==> config.mk <==
export PLATFORM = sky130hd
export DESIGN_NAME = tec_timer
export DESIGN_NICKNAME = d
export VERILOG_FILES = /design/src/tec_pkg.sv /design/src/tec_timer.sv /design/src/tec_prescaler.sv /design/src/tec_edge_sync.sv
export SDC_FILE = /design/constraint.sdc
export NUM_CORES = 1
export LEC_CHECK = 0
export ABC_AREA = 1
export BUFFER_PORTS_ARGS = -buffer_cell sky130_fd_sc_hd__buf_4
export CAP_MARGIN = 30
export CORE_ASPECT_RATIO = 0.7
export CORE_MARGIN = 3
export CORE_UTILIZATION = 58
export CTS_BUF_LIST = sky130_fd_sc_hd__clkbuf_4 sky130_fd_sc_hd__clkbuf_8
export DETAILED_ROUTE_END_ITERATION = 8
export PLACE_DENSITY = 0.94
export SYNTH_ARGS = -nofsm -noshare
export SYNTH_HDL_FRONTEND = slang
export SYNTH_SLANG_ARGS = --single-unit
==> constraint.sdc <==
create_clock -name clk -period 3.05 [get_ports clk]
set_input_delay 0.1525 -clock clk [delete_from_list [all_inputs] [get_ports clk]]
set_output_delay 0.1525 -clock clk [all_outputs]
set_load 0.03 [all_outputs]
==> src/tec_pkg.sv <==
package tec_pkg;

    // Register byte addresses on the AXI4-Lite slave.
    localparam logic [7:0] ADDR_CONTROL = 8'h00;
    localparam logic [7:0] ADDR_PRESCALE = 8'h04;
    localparam logic [7:0] ADDR_MODE = 8'h08;
    localparam logic [7:0] ADDR_OUTCTL = 8'h0C;
    localparam logic [7:0] ADDR_MATCH0 = 8'h10;
    localparam logic [7:0] ADDR_MATCH1 = 8'h14;
    localparam logic [7:0] ADDR_CAPTURE = 8'h18;
    localparam logic [7:0] ADDR_COUNT = 8'h1C;
    localparam logic [7:0] ADDR_STATUS = 8'h20;
    localparam logic [7:0] ADDR_MASK = 8'h24;

    // Control register fields.
    localparam int CTL_CE = 0;
    localparam int CTL_CLEAR = 1;
    localparam int CTL_OVF = 2;
    localparam int CTL_ONESHOT = 3;

    // Mode register fields.
    localparam int MODE_EXT = 0;
    localparam int MODE_CLR_M1 = 1;

    // Output control fields: bit 2n enable, bit 2n+1 active level,
    // bits 5:4 output mode.
    localparam int OUT_MODE_LO = 4;
    localparam logic [1:0] OMODE_TOGGLE = 2'h0;
    localparam logic [1:0] OMODE_PWM = 2'h1;
    localparam logic [1:0] OMODE_PULSE = 2'h2;

    // Status bits: match 0, match 1, overflow, external edge.
    localparam int ST_M0 = 0;
    localparam int ST_M1 = 1;
    localparam int ST_OVF = 2;
    localparam int ST_EXT = 3;
    localparam int ST_W = 4;

    localparam int CNT_W = 8;
    localparam int PRESC_W = 4;
    localparam int PRESC_MAX = 8;
    localparam logic [3:0] PRESC_RESET = 4'h0;
    localparam logic [7:0] MATCH_RESET = 8'hFF;
    localparam logic [1:0] AXI_OKAY = 2'h0;
    localparam logic [1:0] AXI_SLVERR = 2'h2;

    typedef struct packed {
        logic [7:0] addr;
        logic [31:0] data;
        logic [3:0] strb;
    } tec_wr_t;

    typedef struct packed {
        logic valid;
        logic [7:0] value;
    } tec_match_t;

endpackage : tec_pkg

==> src/tec_timer.sv <==
`timescale 1ns/1ps
`default_nettype none
module tec_timer
    import tec_pkg::*;
(
    input wire logic clk,
    input wire logic rst_n,
    input wire logic clkEn,
    input wire logic [7:0] s_axi_awaddr,
    input wire logic s_axi_awvalid,
    output logic s_axi_awready,
    input wire logic [31:0] s_axi_wdata,
    input wire logic [3:0] s_axi_wstrb,
    input wire logic s_axi_wvalid,
    output logic s_axi_wready,
    output logic [1:0] s_axi_bresp,
    output logic s_axi_bvalid,
    input wire logic s_axi_bready,
    input wire logic [7:0] s_axi_araddr,
    input wire logic s_axi_arvalid,
    output logic s_axi_arready,
    output logic [31:0] s_axi_rdata,
    output logic [1:0] s_axi_rresp,
    output logic s_axi_rvalid,
    input wire logic s_axi_rready,
    input wire logic count_input_pin,
    output logic [1:0] timer_output_pins,
    output logic irq
);
    import tec_pkg::*;

    logic countEnable_q;
    logic clearMode_q;
    logic overflowFlag_q;
    logic oneShot_q;
    logic extMode_q;
    logic clearOnOne_q;
    logic [PRESC_W-1:0] prescalerSelectOne_q;
    logic [5:0] timerOutputControl_q;
    logic [CNT_W-1:0] matchValue_q [2];
    logic [CNT_W-1:0] captureHold_q;
    logic [CNT_W-1:0] eventTimerCount_q;
    logic [ST_W-1:0] status_q;
    logic [ST_W-1:0] mask_q;
    logic [1:0] pinLevel_q;
    logic started_q;
    logic seenEdge_q;
    logic [7:0] awAddr_q;
    logic awHeld_q;
    logic [31:0] wData_q;
    logic [3:0] wStrb_q;
    logic wHeld_q;
    tec_wr_t wr;
    logic wrFire;
    logic presTick;
    logic extRise;
    logic countTick;
    logic incr;
    logic [1:0] matchHit;
    logic [1:0] matchWrite;
    logic wrapCount;
    logic ovfClearWrite;
    logic [1:0] omode;

    ////////////////////////////////////////////////////////////////////////
    tec_prescaler u_prescaler (
        .clk(clk),
        .rst_n(rst_n),
        .clkEn(clkEn),
        .run(countEnable_q),
        .select(prescalerSelectOne_q),
        .tick(presTick)
    );

    tec_edge_sync u_edge (
        .clk(clk),
        .rst_n(rst_n),
        .clkEn(clkEn),
        .pinIn(count_input_pin),
        .rise(extRise)
    );

    ////////////////////////////////////////////////////////////////////////
    // AXI4-Lite write: address and data are taken in either order.
    assign wr = '{addr: awAddr_q, data: wData_q, strb: wStrb_q};
    assign wrFire = awHeld_q && wHeld_q && !s_axi_bvalid;

    always_ff @(posedge clk)
    begin
        if (!rst_n)
        begin
            awHeld_q <= 1'b0;
            wHeld_q <= 1'b0;
            awAddr_q <= 8'h00;
            wData_q <= 32'h0000_0000;
            wStrb_q <= 4'h0;
            s_axi_awready <= 1'b0;
            s_axi_wready <= 1'b0;
            s_axi_bvalid <= 1'b0;
            s_axi_bresp <= AXI_OKAY;
        end
        else if (clkEn)
        begin
            s_axi_awready <= !awHeld_q && !s_axi_awready && !s_axi_bvalid;
            s_axi_wready <= !wHeld_q && !s_axi_wready && !s_axi_bvalid;
            if (s_axi_awvalid && s_axi_awready)
            begin
                awHeld_q <= 1'b1;
                awAddr_q <= s_axi_awaddr;
                s_axi_awready <= 1'b0;
            end
            if (s_axi_wvalid && s_axi_wready)
            begin
                wHeld_q <= 1'b1;
                wData_q <= s_axi_wdata;
                wStrb_q <= s_axi_wstrb;
                s_axi_wready <= 1'b0;
            end
            if (wrFire)
            begin
                awHeld_q <= 1'b0;
                wHeld_q <= 1'b0;
                s_axi_bvalid <= 1'b1;
                s_axi_bresp <= (wr.addr[1:0] == 2'h0
                    && wr.addr <= ADDR_MASK) ? AXI_OKAY : AXI_SLVERR;
            end
            else if (s_axi_bvalid && s_axi_bready)
                s_axi_bvalid <= 1'b0;
        end
    end

    assign ovfClearWrite = wrFire && wr.addr == ADDR_CONTROL && wr.strb[0]
        && !wr.data[CTL_OVF] && overflowFlag_q;

    // Only the low byte lane carries register bits.
    always_ff @(posedge clk)
    begin
        if (!rst_n)
        begin
            clearMode_q <= 1'b0;
            oneShot_q <= 1'b0;
            extMode_q <= 1'b0;
            clearOnOne_q <= 1'b0;
            prescalerSelectOne_q <= PRESC_RESET;
            timerOutputControl_q <= 6'h00;
            mask_q <= '1;
        end
        else if (clkEn && wrFire && wr.strb[0])
        begin
            unique case (wr.addr)
                ADDR_CONTROL:
                begin
                    clearMode_q <= wr.data[CTL_CLEAR];
                    oneShot_q <= wr.data[CTL_ONESHOT];
                end
                ADDR_PRESCALE: prescalerSelectOne_q <= wr.data[PRESC_W-1:0];
                ADDR_MODE:
                begin
                    extMode_q <= wr.data[MODE_EXT];
                    clearOnOne_q <= wr.data[MODE_CLR_M1];
                end
                ADDR_OUTCTL: timerOutputControl_q <= wr.data[5:0];
                ADDR_MASK: mask_q <= wr.data[ST_W-1:0];
                default:
                begin
                end
            endcase
        end
    end

    ////////////////////////////////////////////////////////////////////////
    // Counting core.
    assign countTick = extMode_q ? (extRise && countEnable_q) : presTick;
    // The first valid edge only arms the counter.
    assign incr = countTick && started_q && (!extMode_q || seenEdge_q);
    assign wrapCount = clearMode_q && matchHit[clearOnOne_q];
    assign omode = timerOutputControl_q[OUT_MODE_LO+1:OUT_MODE_LO];

    generate
        for (genvar n = 0; n < 2; n++)
        begin : g_match
            tec_match_t cmp;
            assign matchWrite[n] = wrFire && wr.strb[0]
                && wr.addr == (n == 0 ? ADDR_MATCH0 : ADDR_MATCH1);
            assign cmp = '{valid: incr && !matchWrite[n],
                value: matchValue_q[n]};
            assign matchHit[n] = cmp.valid
                && (eventTimerCount_q + 8'h01) == cmp.value;

            always_ff @(posedge clk)
            begin
                if (!rst_n)
                    matchValue_q[n] <= MATCH_RESET;
                else if (clkEn && matchWrite[n])
                    matchValue_q[n] <= wr.data[CNT_W-1:0];
            end

            // A disabled output shows the inverse active level.
            always_ff @(posedge clk)
            begin
                if (!rst_n)
                    pinLevel_q[n] <= 1'b0;
                else if (clkEn)
                begin
                    if (!timerOutputControl_q[2*n])
                        pinLevel_q[n] <= !timerOutputControl_q[2*n+1];
                    else if (!countEnable_q && omode == OMODE_PULSE)
                        pinLevel_q[n] <= timerOutputControl_q[2*n+1];
                    else if (matchHit[n] && omode == OMODE_TOGGLE)
                        pinLevel_q[n] <= !pinLevel_q[n];
                    else if (omode != OMODE_TOGGLE && incr
                        && (wrapCount || eventTimerCount_q == 8'hFF))
                        pinLevel_q[n] <= timerOutputControl_q[2*n+1];
                    else if (omode != OMODE_TOGGLE && matchHit[n])
                        pinLevel_q[n] <= !timerOutputControl_q[2*n+1];
                end
            end
        end
    endgenerate

    always_ff @(posedge clk)
    begin
        if (!rst_n)
        begin
            countEnable_q <= 1'b0;
            started_q <= 1'b0;
            seenEdge_q <= 1'b0;
            eventTimerCount_q <= 8'h00;
            overflowFlag_q <= 1'b0;
        end
        else if (clkEn)
        begin
            if (wrFire && wr.addr == ADDR_CONTROL && wr.strb[0])
            begin
                countEnable_q <= wr.data[CTL_CE];
                if (!wr.data[CTL_CE])
                begin
                    started_q <= 1'b0;
                    seenEdge_q <= 1'b0;
                    eventTimerCount_q <= 8'h00;
                end
            end
            // Counting waits for the first count clock after the start.
            if (countEnable_q && countTick && !started_q)
                started_q <= 1'b1;
            if (countEnable_q && extMode_q && extRise)
                seenEdge_q <= 1'b1;
            if (ovfClearWrite && oneShot_q)
            begin
                eventTimerCount_q <= 8'h00;
                started_q <= 1'b0;
            end
            else if (incr && !(oneShot_q && overflowFlag_q))
                eventTimerCount_q <= wrapCount ? 8'h00
                    : eventTimerCount_q + 8'h01;
            // Hardware setting wins over the software clear.
            if (incr && !overflowFlag_q && (eventTimerCount_q == 8'hFF
                || (oneShot_q && matchHit[0])))
                overflowFlag_q <= 1'b1;
            else if (ovfClearWrite)
                overflowFlag_q <= 1'b0;
        end
    end

    always_ff @(posedge clk)
    begin
        if (!rst_n)
            captureHold_q <= 8'h00;
        else if (clkEn && extRise)
            captureHold_q <= eventTimerCount_q;
    end

    ////////////////////////////////////////////////////////////////////////
    // Sticky events, write one to clear, set beats clear.
    always_ff @(posedge clk)
    begin
        logic [ST_W-1:0] setBits;
        logic [ST_W-1:0] clrBits;
        setBits = '0;
        clrBits = '0;
        if (!rst_n)
        begin
            status_q <= '0;
            irq <= 1'b0;
        end
        else if (clkEn)
        begin
            // A hit computed in the stop cycle still posts its flag.
            setBits[ST_M0] = matchHit[0] && !(oneShot_q && overflowFlag_q);
            setBits[ST_M1] = matchHit[1] && !(oneShot_q && overflowFlag_q);
            setBits[ST_OVF] = incr && !overflowFlag_q
                && (eventTimerCount_q == 8'hFF || (oneShot_q && matchHit[0]));
            setBits[ST_EXT] = extRise;
            if (wrFire && wr.addr == ADDR_STATUS && wr.strb[0])
                clrBits = wr.data[ST_W-1:0];
            status_q <= (status_q & ~clrBits) | setBits;
            irq <= |(((status_q & ~clrBits) | setBits) & ~mask_q);
        end
    end

    ////////////////////////////////////////////////////////////////////////
    // AXI4-Lite read, one outstanding.
    always_ff @(posedge clk)
    begin
        if (!rst_n)
        begin
            s_axi_arready <= 1'b0;
            s_axi_rvalid <= 1'b0;
            s_axi_rdata <= 32'h0000_0000;
            s_axi_rresp <= AXI_OKAY;
        end
        else if (clkEn)
        begin
            s_axi_arready <= !s_axi_rvalid && !s_axi_arready;
            if (s_axi_arvalid && s_axi_arready)
            begin
                s_axi_arready <= 1'b0;
                s_axi_rvalid <= 1'b1;
                s_axi_rresp <= AXI_OKAY;
                unique case (s_axi_araddr)
                    ADDR_CONTROL: s_axi_rdata <= {28'h0, oneShot_q,
                        overflowFlag_q, clearMode_q, countEnable_q};
                    ADDR_PRESCALE: s_axi_rdata <= {28'h0, prescalerSelectOne_q};
                    ADDR_MODE: s_axi_rdata <= {30'h0, clearOnOne_q, extMode_q};
                    ADDR_OUTCTL: s_axi_rdata <= {26'h0, timerOutputControl_q};
                    ADDR_MATCH0: s_axi_rdata <= {24'h0, matchValue_q[0]};
                    ADDR_MATCH1: s_axi_rdata <= {24'h0, matchValue_q[1]};
                    ADDR_CAPTURE: s_axi_rdata <= {24'h0, captureHold_q};
                    ADDR_COUNT: s_axi_rdata <= {24'h0, eventTimerCount_q};
                    ADDR_STATUS: s_axi_rdata <= {28'h0, status_q};
                    ADDR_MASK: s_axi_rdata <= {28'h0, mask_q};
                    default:
                    begin
                        s_axi_rdata <= 32'h0000_0000;
                        s_axi_rresp <= AXI_SLVERR;
                    end
                endcase
            end
            else if (s_axi_rvalid && s_axi_rready)
                s_axi_rvalid <= 1'b0;
        end
    end

    always_ff @(posedge clk)
    begin
        if (!rst_n)
            timer_output_pins <= 2'h0;
        else if (clkEn)
            timer_output_pins <= pinLevel_q;
    end
endmodule : tec_timer
`default_nettype wire

==> src/tec_prescaler.sv <==
`timescale 1ns/1ps
`default_nettype none
module tec_prescaler
    import tec_pkg::*;
(
    input wire logic clk,
    input wire logic rst_n,
    input wire logic clkEn,
    input wire logic run,
    input wire logic [tec_pkg::PRESC_W-1:0] select,
    output logic tick
);
    logic [10:0] div_q;
    logic [10:0] tap;

    // The divider runs freely, so a start waits up to one count clock.
    always_ff @(posedge clk)
    begin
        if (!rst_n)
            div_q <= 11'h000;
        else if (clkEn)
            div_q <= div_q + 11'h001;
    end

    always_comb
    begin
        tap = (11'h004 << select) - 11'h001;
        if (select > 4'(PRESC_MAX))
            tap = (11'h004 << PRESC_MAX) - 11'h001;
    end

    always_ff @(posedge clk)
    begin
        if (!rst_n)
            tick <= 1'b0;
        else if (clkEn)
            tick <= run && ((div_q & tap) == tap);
    end
endmodule : tec_prescaler
`default_nettype wire

==> src/tec_edge_sync.sv <==
`timescale 1ns/1ps
`default_nettype none
module tec_edge_sync
(
    input wire logic clk,
    input wire logic rst_n,
    input wire logic clkEn,
    input wire logic pinIn,
    output logic rise
);
    logic s1_q;
    logic s2_q;
    logic s3_q;
    logic level_q;

    always_ff @(posedge clk)
    begin
        if (!rst_n)
        begin
            s1_q <= 1'b0;
            s2_q <= 1'b0;
            s3_q <= 1'b0;
            level_q <= 1'b0;
            rise <= 1'b0;
        end
        else if (clkEn)
        begin
            s1_q <= pinIn;
            s2_q <= s1_q;
            s3_q <= s2_q;
            rise <= 1'b0;
            // A change counts only once two settled stages agree.
            if (s2_q == s3_q && s3_q != level_q)
            begin
                level_q <= s3_q;
                rise <= s3_q;
            end
        end
    end
endmodule : tec_edge_sync
`default_nettype wire

# Word-level counts from Yosys, hierarchy flattened
# Memories as Yosys holds them, arrays and structs flattened.
# Cells that the tools add are included.
[totals]
register_bits = 124
latch_bits = 0
ramBits = 16
rom_bits = 0
out_inout_bits = 44
memories = 1
[classes]
add_sub_neg = 3
n_mul = 0
div_mod_pow = 0
order_cmp = 3
n_eq_ne = 28
shifts = 1
mux = 53
bitwise_logic = 8
reduce_logical = 114
[mem_list]
columns = ["memory", "depth", "word_bits", "read_ports", "rd_ports_with_merged_regs", "wr", "line", "source"]
rows = [
  ["matchValue_q", 2, 8, 2, 0, 2, "tec_timer.sv:40", "logic [CNT_W-1:0] matchValue_q [2];"],
]
[op_table]
columns = ["operator", "n"]
rows = [
  ["$pmux W8 S10", 1],
  ["$logic_and A1 B1 Y1", 56],
  ["$mux W8", 7],
  ["$eq A8 B5 Y1 const B", 6],
  ["$mux W1", 39],
  ["$reduce_and A2 Y1", 18],
  ["$eq A8 B4 Y1 const B", 4],
  ["$eq A8 B6 Y1 const B", 4],
  ["$logic_not A1 Y1", 19],
  ["$eq A8 B3 Y1 const B", 2],
  ["$eq A8 B8 Y1", 2],
  ["$logic_not A8 Y1", 2],
  ["$reduce_bool A2 Y1", 7],
  ["$mux W4", 3],
  ["$add A11 B1 Y11 const B", 1],
  ["$and A11 B11 Y11", 1],
  ["$eq A11 B11 Y1", 1],
  ["$mux W11", 1],
  ["$shl A3 B4 Y11 const A", 1],
  ["$sub A11 B1 Y11 const B", 1],
  ["$ne A5 B1 Y1 const B", 2],
  ["$reduce_or A10 Y1", 1],
  ["$reduce_and A3 Y1", 3],
  ["$add A8 B1 Y8 const B", 1],
  ["18 further kinds", 27],
]

# Depth between registers and ports, before layout
[depth]
ltp_word = 16
ltp_mapped = 20

# Cells and area by module
# A second synthesis with hierarchy kept.
[unflattened]
cells_unflattened = 855
hier_area_um2 = 6023.3
[modules_own_cells]
columns = ["module", "n_inst", "cells_each", "area_each_um2", "seq_area_each_um2"]
rows = [
  ["tec_timer", 1, 709, 5086.1, 2102.0],
  ["tec_prescaler", 1, 123, 757.0, 240.2],
  ["tec_edge_sync", 1, 23, 180.2, 100.1],
]

# Least setup slack after synthesis
# No wires, ideal clock.
[synth_path]
path_type = "reg-to-reg"
start = "register eventTimerCount_q[0]"
end = "register pinLevel_q[0]"
setup_time_ns = 0.132
arrival_ns = 1.885
setup_slack_ns = 1.032
path_stages_with_launch = 18
path_cell_list = "dfxtp_1 > ha_1 > nand2_1 > inv_1 > nor2_1 > nand2_1 > nand2_1 > nand3_1 > nor2_1 > nand4_1 > nor3b_1 > nand3_1 > nand2_1 > inv_1 > nand2_1 > nand2_1 > nand2_1 > a21oi_1"
[synth_via]
elab_chain_cells = 12
elab_cells_between_ends = 19
[synth_rtl]
columns = ["item", "line", "source"]
rows = [
  ["start: declaration", "tec_timer.sv:42", "logic [CNT_W-1:0] eventTimerCount_q;"],
  ["start signal: assignment", "tec_timer.sv:254", "eventTimerCount_q <= wrapCount ? 8'h00"],
  ["$add A8 B1 Y8", "tec_timer.sv:188", "&& (eventTimerCount_q + 8'h01) == cmp.value;"],
  ["$eq A8 B8 Y1", "tec_timer.sv:188", ""],
  ["$logic_and A1 B1 Y1", "tec_timer.sv:188", ""],
  ["$mux W1 (implied by the code) (2 in a row)", "tec_timer.sv:176", "assign wrapCount = clearMode_q && matchHit[clearOnOne_q];"],
  ["$logic_and A1 B1 Y1", "tec_timer.sv:176", ""],
  ["$logic_or A1 B1 Y1", "tec_timer.sv:212", "&& (wrapCount || eventTimerCount_q == 8'hFF))"],
  ["$logic_and A1 B1 Y1", "tec_timer.sv:212", ""],
  ["$mux W1", "tec_timer.sv:211", "else if (omode != OMODE_TOGGLE && incr"],
  ["$mux W1", "tec_timer.sv:209", "else if (matchHit[n] && omode == OMODE_TOGGLE)"],
  ["$mux W1", "tec_timer.sv:207", "else if (!countEnable_q && omode == OMODE_PULSE)"],
  ["$mux W1", "tec_timer.sv:205", "if (!timerOutputControl_q[2*n])"],
  ["end signal: indexed assignment", "tec_timer.sv:206", "pinLevel_q[n] <= !timerOutputControl_q[2*n+1];"],
  ["end signal: indexed assignment", "tec_timer.sv:208", "pinLevel_q[n] <= timerOutputControl_q[2*n+1];"],
  ["end signal: indexed assignment", "tec_timer.sv:210", "pinLevel_q[n] <= !pinLevel_q[n];"],
  ["end: declaration", "tec_timer.sv:45", "logic [1:0] pinLevel_q;"],
]
# Parallel ways exist; a longest one is shown, timed or not. The select of a mux whose other input is x is not followed.
# A chain may end at the register's enable or synchronous reset.

# Worst setup path in the final report
# Same ends and word-level chain as after synthesis.

==> results.toml <==
[cts]
post_cts_resized = 0
cts_root_buf = "clkbuf_8"
clockBufferDepth = 2
cts_buffers = 17
clock-sinks = 113
htreeDepth = 4
postCtsSetupBuffers = 0
insertion_delay_ns = 0.44
cts_tree = "done"
cts_hold_buffers = 20
path_clk_slew_ns = 0.07

[sta]
fmax_mhz = 396.0
finalCritPeriodShare_pct = 82.80
relSlewSlack_pct = 57.11
post-route-min-period_ns = 2.525
setup_slack_ns = 0.5246
hold_viol = 0
slew_viol_final = 0
worst_pin_slew_ns = 0.6374
rsz0062_at_grt = "no"
finalSetupTns_ns = 0
setup_viol = 0
fin_skew_ns = 0.01222

[critical_path]
r2r_start = "eventTimerCount_q[0]$_SDFFE_PN0P_"
crit_start = "eventTimerCount_q[0]$_SDFFE_PN0P_"
path_class = "reg -> reg"
r2r_slack_ns = 0.52
cp_data_arrival_time_ns = 2.89
cp_max_fo = 6
setup.worst_path.start_class = "register"
crit_required_ns = 3.42
end_kind = "register"

[placed_design]
place_congestion = 0.9807
preCtsSetupSlack_ns = 0.6183
port_buffers = 51
hpwl_mm = 11.42

[grt]
grt_max_degree = 54
use_met3_pct = 11.55
antenna_found_initial = 0
grtUsageTotal_pct = 28.48
met2_usage_pct = 41.41
busiest_layer = "met2"
grt_overflow = 0
grt_pass1_vias = 5346
grt_use_met1_pct = 39.02
grt_pass1_wl_mm = 26.05

[power]
max-vdd-ir-drop_mv = 0.3538
power_density_nw_per_um2 = 464.3
power_leakage_nw = 2.813
power_mw = 3.139

[floorplan]
ios = 105
die_h_um = 89.76
core_sq_um = 9398
start_util_pct = 61.86
rows = 29
die_x_um = 125.7
die_area_sq_um = 11280

[routing]
drt_iter0_drc = 791
dr.pass1.iters = 7
vias = 5947
finalWirelength_mm = 16.33
final_antenna_net_count = 0
wl_per_cell_um = 15.67
drc = 0
viasPerCell = 5.707

[worst_hold_path]
min_from = "s_axi_awvalid"
hp-class = "in -> reg"

[outcome]
status = "completed"

[logic_synthesis]
ys_ff_latch = 113
netlist_area_sq_um = 5813
yosysUniqueCellTypes = 40
synth-edff-count = 16
synthFlopType = "dfxtp_1"
syn_area_per_cell_sq_um = 6.970
synth-async-reset-ratio_pct = 0
yosys_warnings = 0
synth_seq_area_share_pct = 41.67
synthCells = 834

[final_layout]
drive_above_1_share_pct = 10.89
n_fill_cell = 753
antenna_cells = 0
syn_to_final_growth_pct = 16.29
nets = 969

[job]
cap_violations = 0
[metal layers]
layer | vias to the layer above | wire, um
met5 | - | 0
met4 | 0 | 285
met3 | 36 | 2415
met2 | 376 | 6906
met1 | 2677 | 6717
li1 | 2858 | -
[power breakdown]
part           leakage, nW  total [mW]  internal (mW)  switching (mW)
Sequential           0.895        1.55           1.53          0.0200
Clock                0.180        1.33          0.682           0.647
Combinational         1.74       0.256         0.0838           0.172
Total                 2.81        3.14           2.30           0.839
[worst paths after layout]
path,end,cells past startpoint
worst max register to register,pinLevel_q[0]$_SDFFE_PN0P_,19
worst min-delay path,awAddr_q[6]$_SDFFE_PN0P_,3
worst max-delay path,pinLevel_q[0]$_SDFFE_PN0P_,19
worst min register to register,captureHold_q[0]$_SDFFE_PN0P_,2
[flip-flops by register name (all words and copies together) (netlist names), 2 cells and up]
name and count:
awAddr_q 8, matchValue_q 16, captureHold_q 8, u_prescaler.div_q 10
timerOutputControl_q 6, status_q 4, mask_q 4, wData_q 8
timer_output_pins 2, eventTimerCount_q 8, pinLevel_q 2, prescalerSelectOne_q 4
s_axi_rdata 8
[layout make-up]
type | count | area (sq um) | area share (%)
multi-input cells | 577 | 2749 | 40.66
well taps | 124 | 155.1 | 2.295
clock buffers | 19 | 261.5 | 3.868
flip-flops and latches | 113 | 2422 | 35.83
inverters | 122 | 457.9 | 6.774
clock inverters | 13 | 111.4 | 1.647
repair buffers | 74 | 603.1 | 8.921
[through the flow]
| stage | instances | cell area [sq um] | hold slack, ns | util [%] |
|---|---|---|---|---|
| CTS | 1042 | 6760 | 0.003417 | 71.93 |
| global route | 1042 | 6760 | 0.01870 | 71.93 |
| finish | 1042 | 6760 | 0.02798 | 71.93 |
| detailed placement | 990 | 6187 | 0.3809 | 65.84 |
| global placement | 989 | 6182 | 0.3853 | 65.78 |
| floorplan | 859 | 5907 | 0.2874 | - |
[cell families after synthesis]
family	after synthesis	synth area share, %
buf+inv	169	12.66
fa+ha+maj	3	0.6458
other cells	1	0.06451
simple gates	348	25.23
flops	113	41.67
compound gates	199	19.59
xor+xnor	1	0.1507
[cells in the mapped netlist, drive strengths merged, types with 4 or more instances]
library cell / n / area (sq um)
nand3: 54 / 280.3
o22ai: 12 / 75.07
a21oi: 85 / 425.4
nor2: 87 / 344.1
inv: 121 / 454.2
o211ai: 4 / 30.03
buf: 28 / 206.4
nand4: 7 / 43.79
clkbuf: 19 / 71.32
a221oi: 7 / 61.31
nand2: 183 / 701.9
o21ai: 62 / 310.3
nor3: 13 / 70.07
o2111ai: 8 / 70.07
a211oi: 9 / 67.56
edfxtp: 16 / 480.5
dfxtp: 97 / 1942
[critical path, stage by stage, from the launching register on]
cell and delay [ns]:
dfxtp_1 0.46, ha_1 0.28, nand2_1 0.11, inv_1 0.14, nand2_1 0.10, nand3_1 0.09
nand2_1 0.06, nor2_1 0.09, nand2_1 0.09, nor2_1 0.10, nand2_1 0.12, nand2_1 0.09
nand3_2 0.07, nand2_2 0.12, nand2_2 0.10, nand3_1 0.08, nand2_1 0.07, nor2_1 0.10
nand2_1 0.07, a21oi_1 0.11
[cell usage in the layout, fill, tap and decap left out, types with 2 or more instances in the layout]
cell	instances
nand2_1	177
inv_1	120
dfxtp_1	97
a21oi_1	85
nor2_1	84
o21ai_0	62
buf_4	53
nand3_1	52
conb_1	26
dlygate4sd3_1	20
clkbuf_8	19
edfxtp_1	16
nor3_1	12
o22ai_1	12
a211oi_1	9
o2111ai_1	8
nand4_1	7
a221oi_1	7
nand2_2	6
clkinvlp_4	5
o211ai_1	4
clkinv_2	4
o31ai_1	3
ha_1	3
nor2_4	2
o21bai_1	2
nand3_2	2
nor4_1	2
Note: power is estimated with default switching activity, not from simulation.
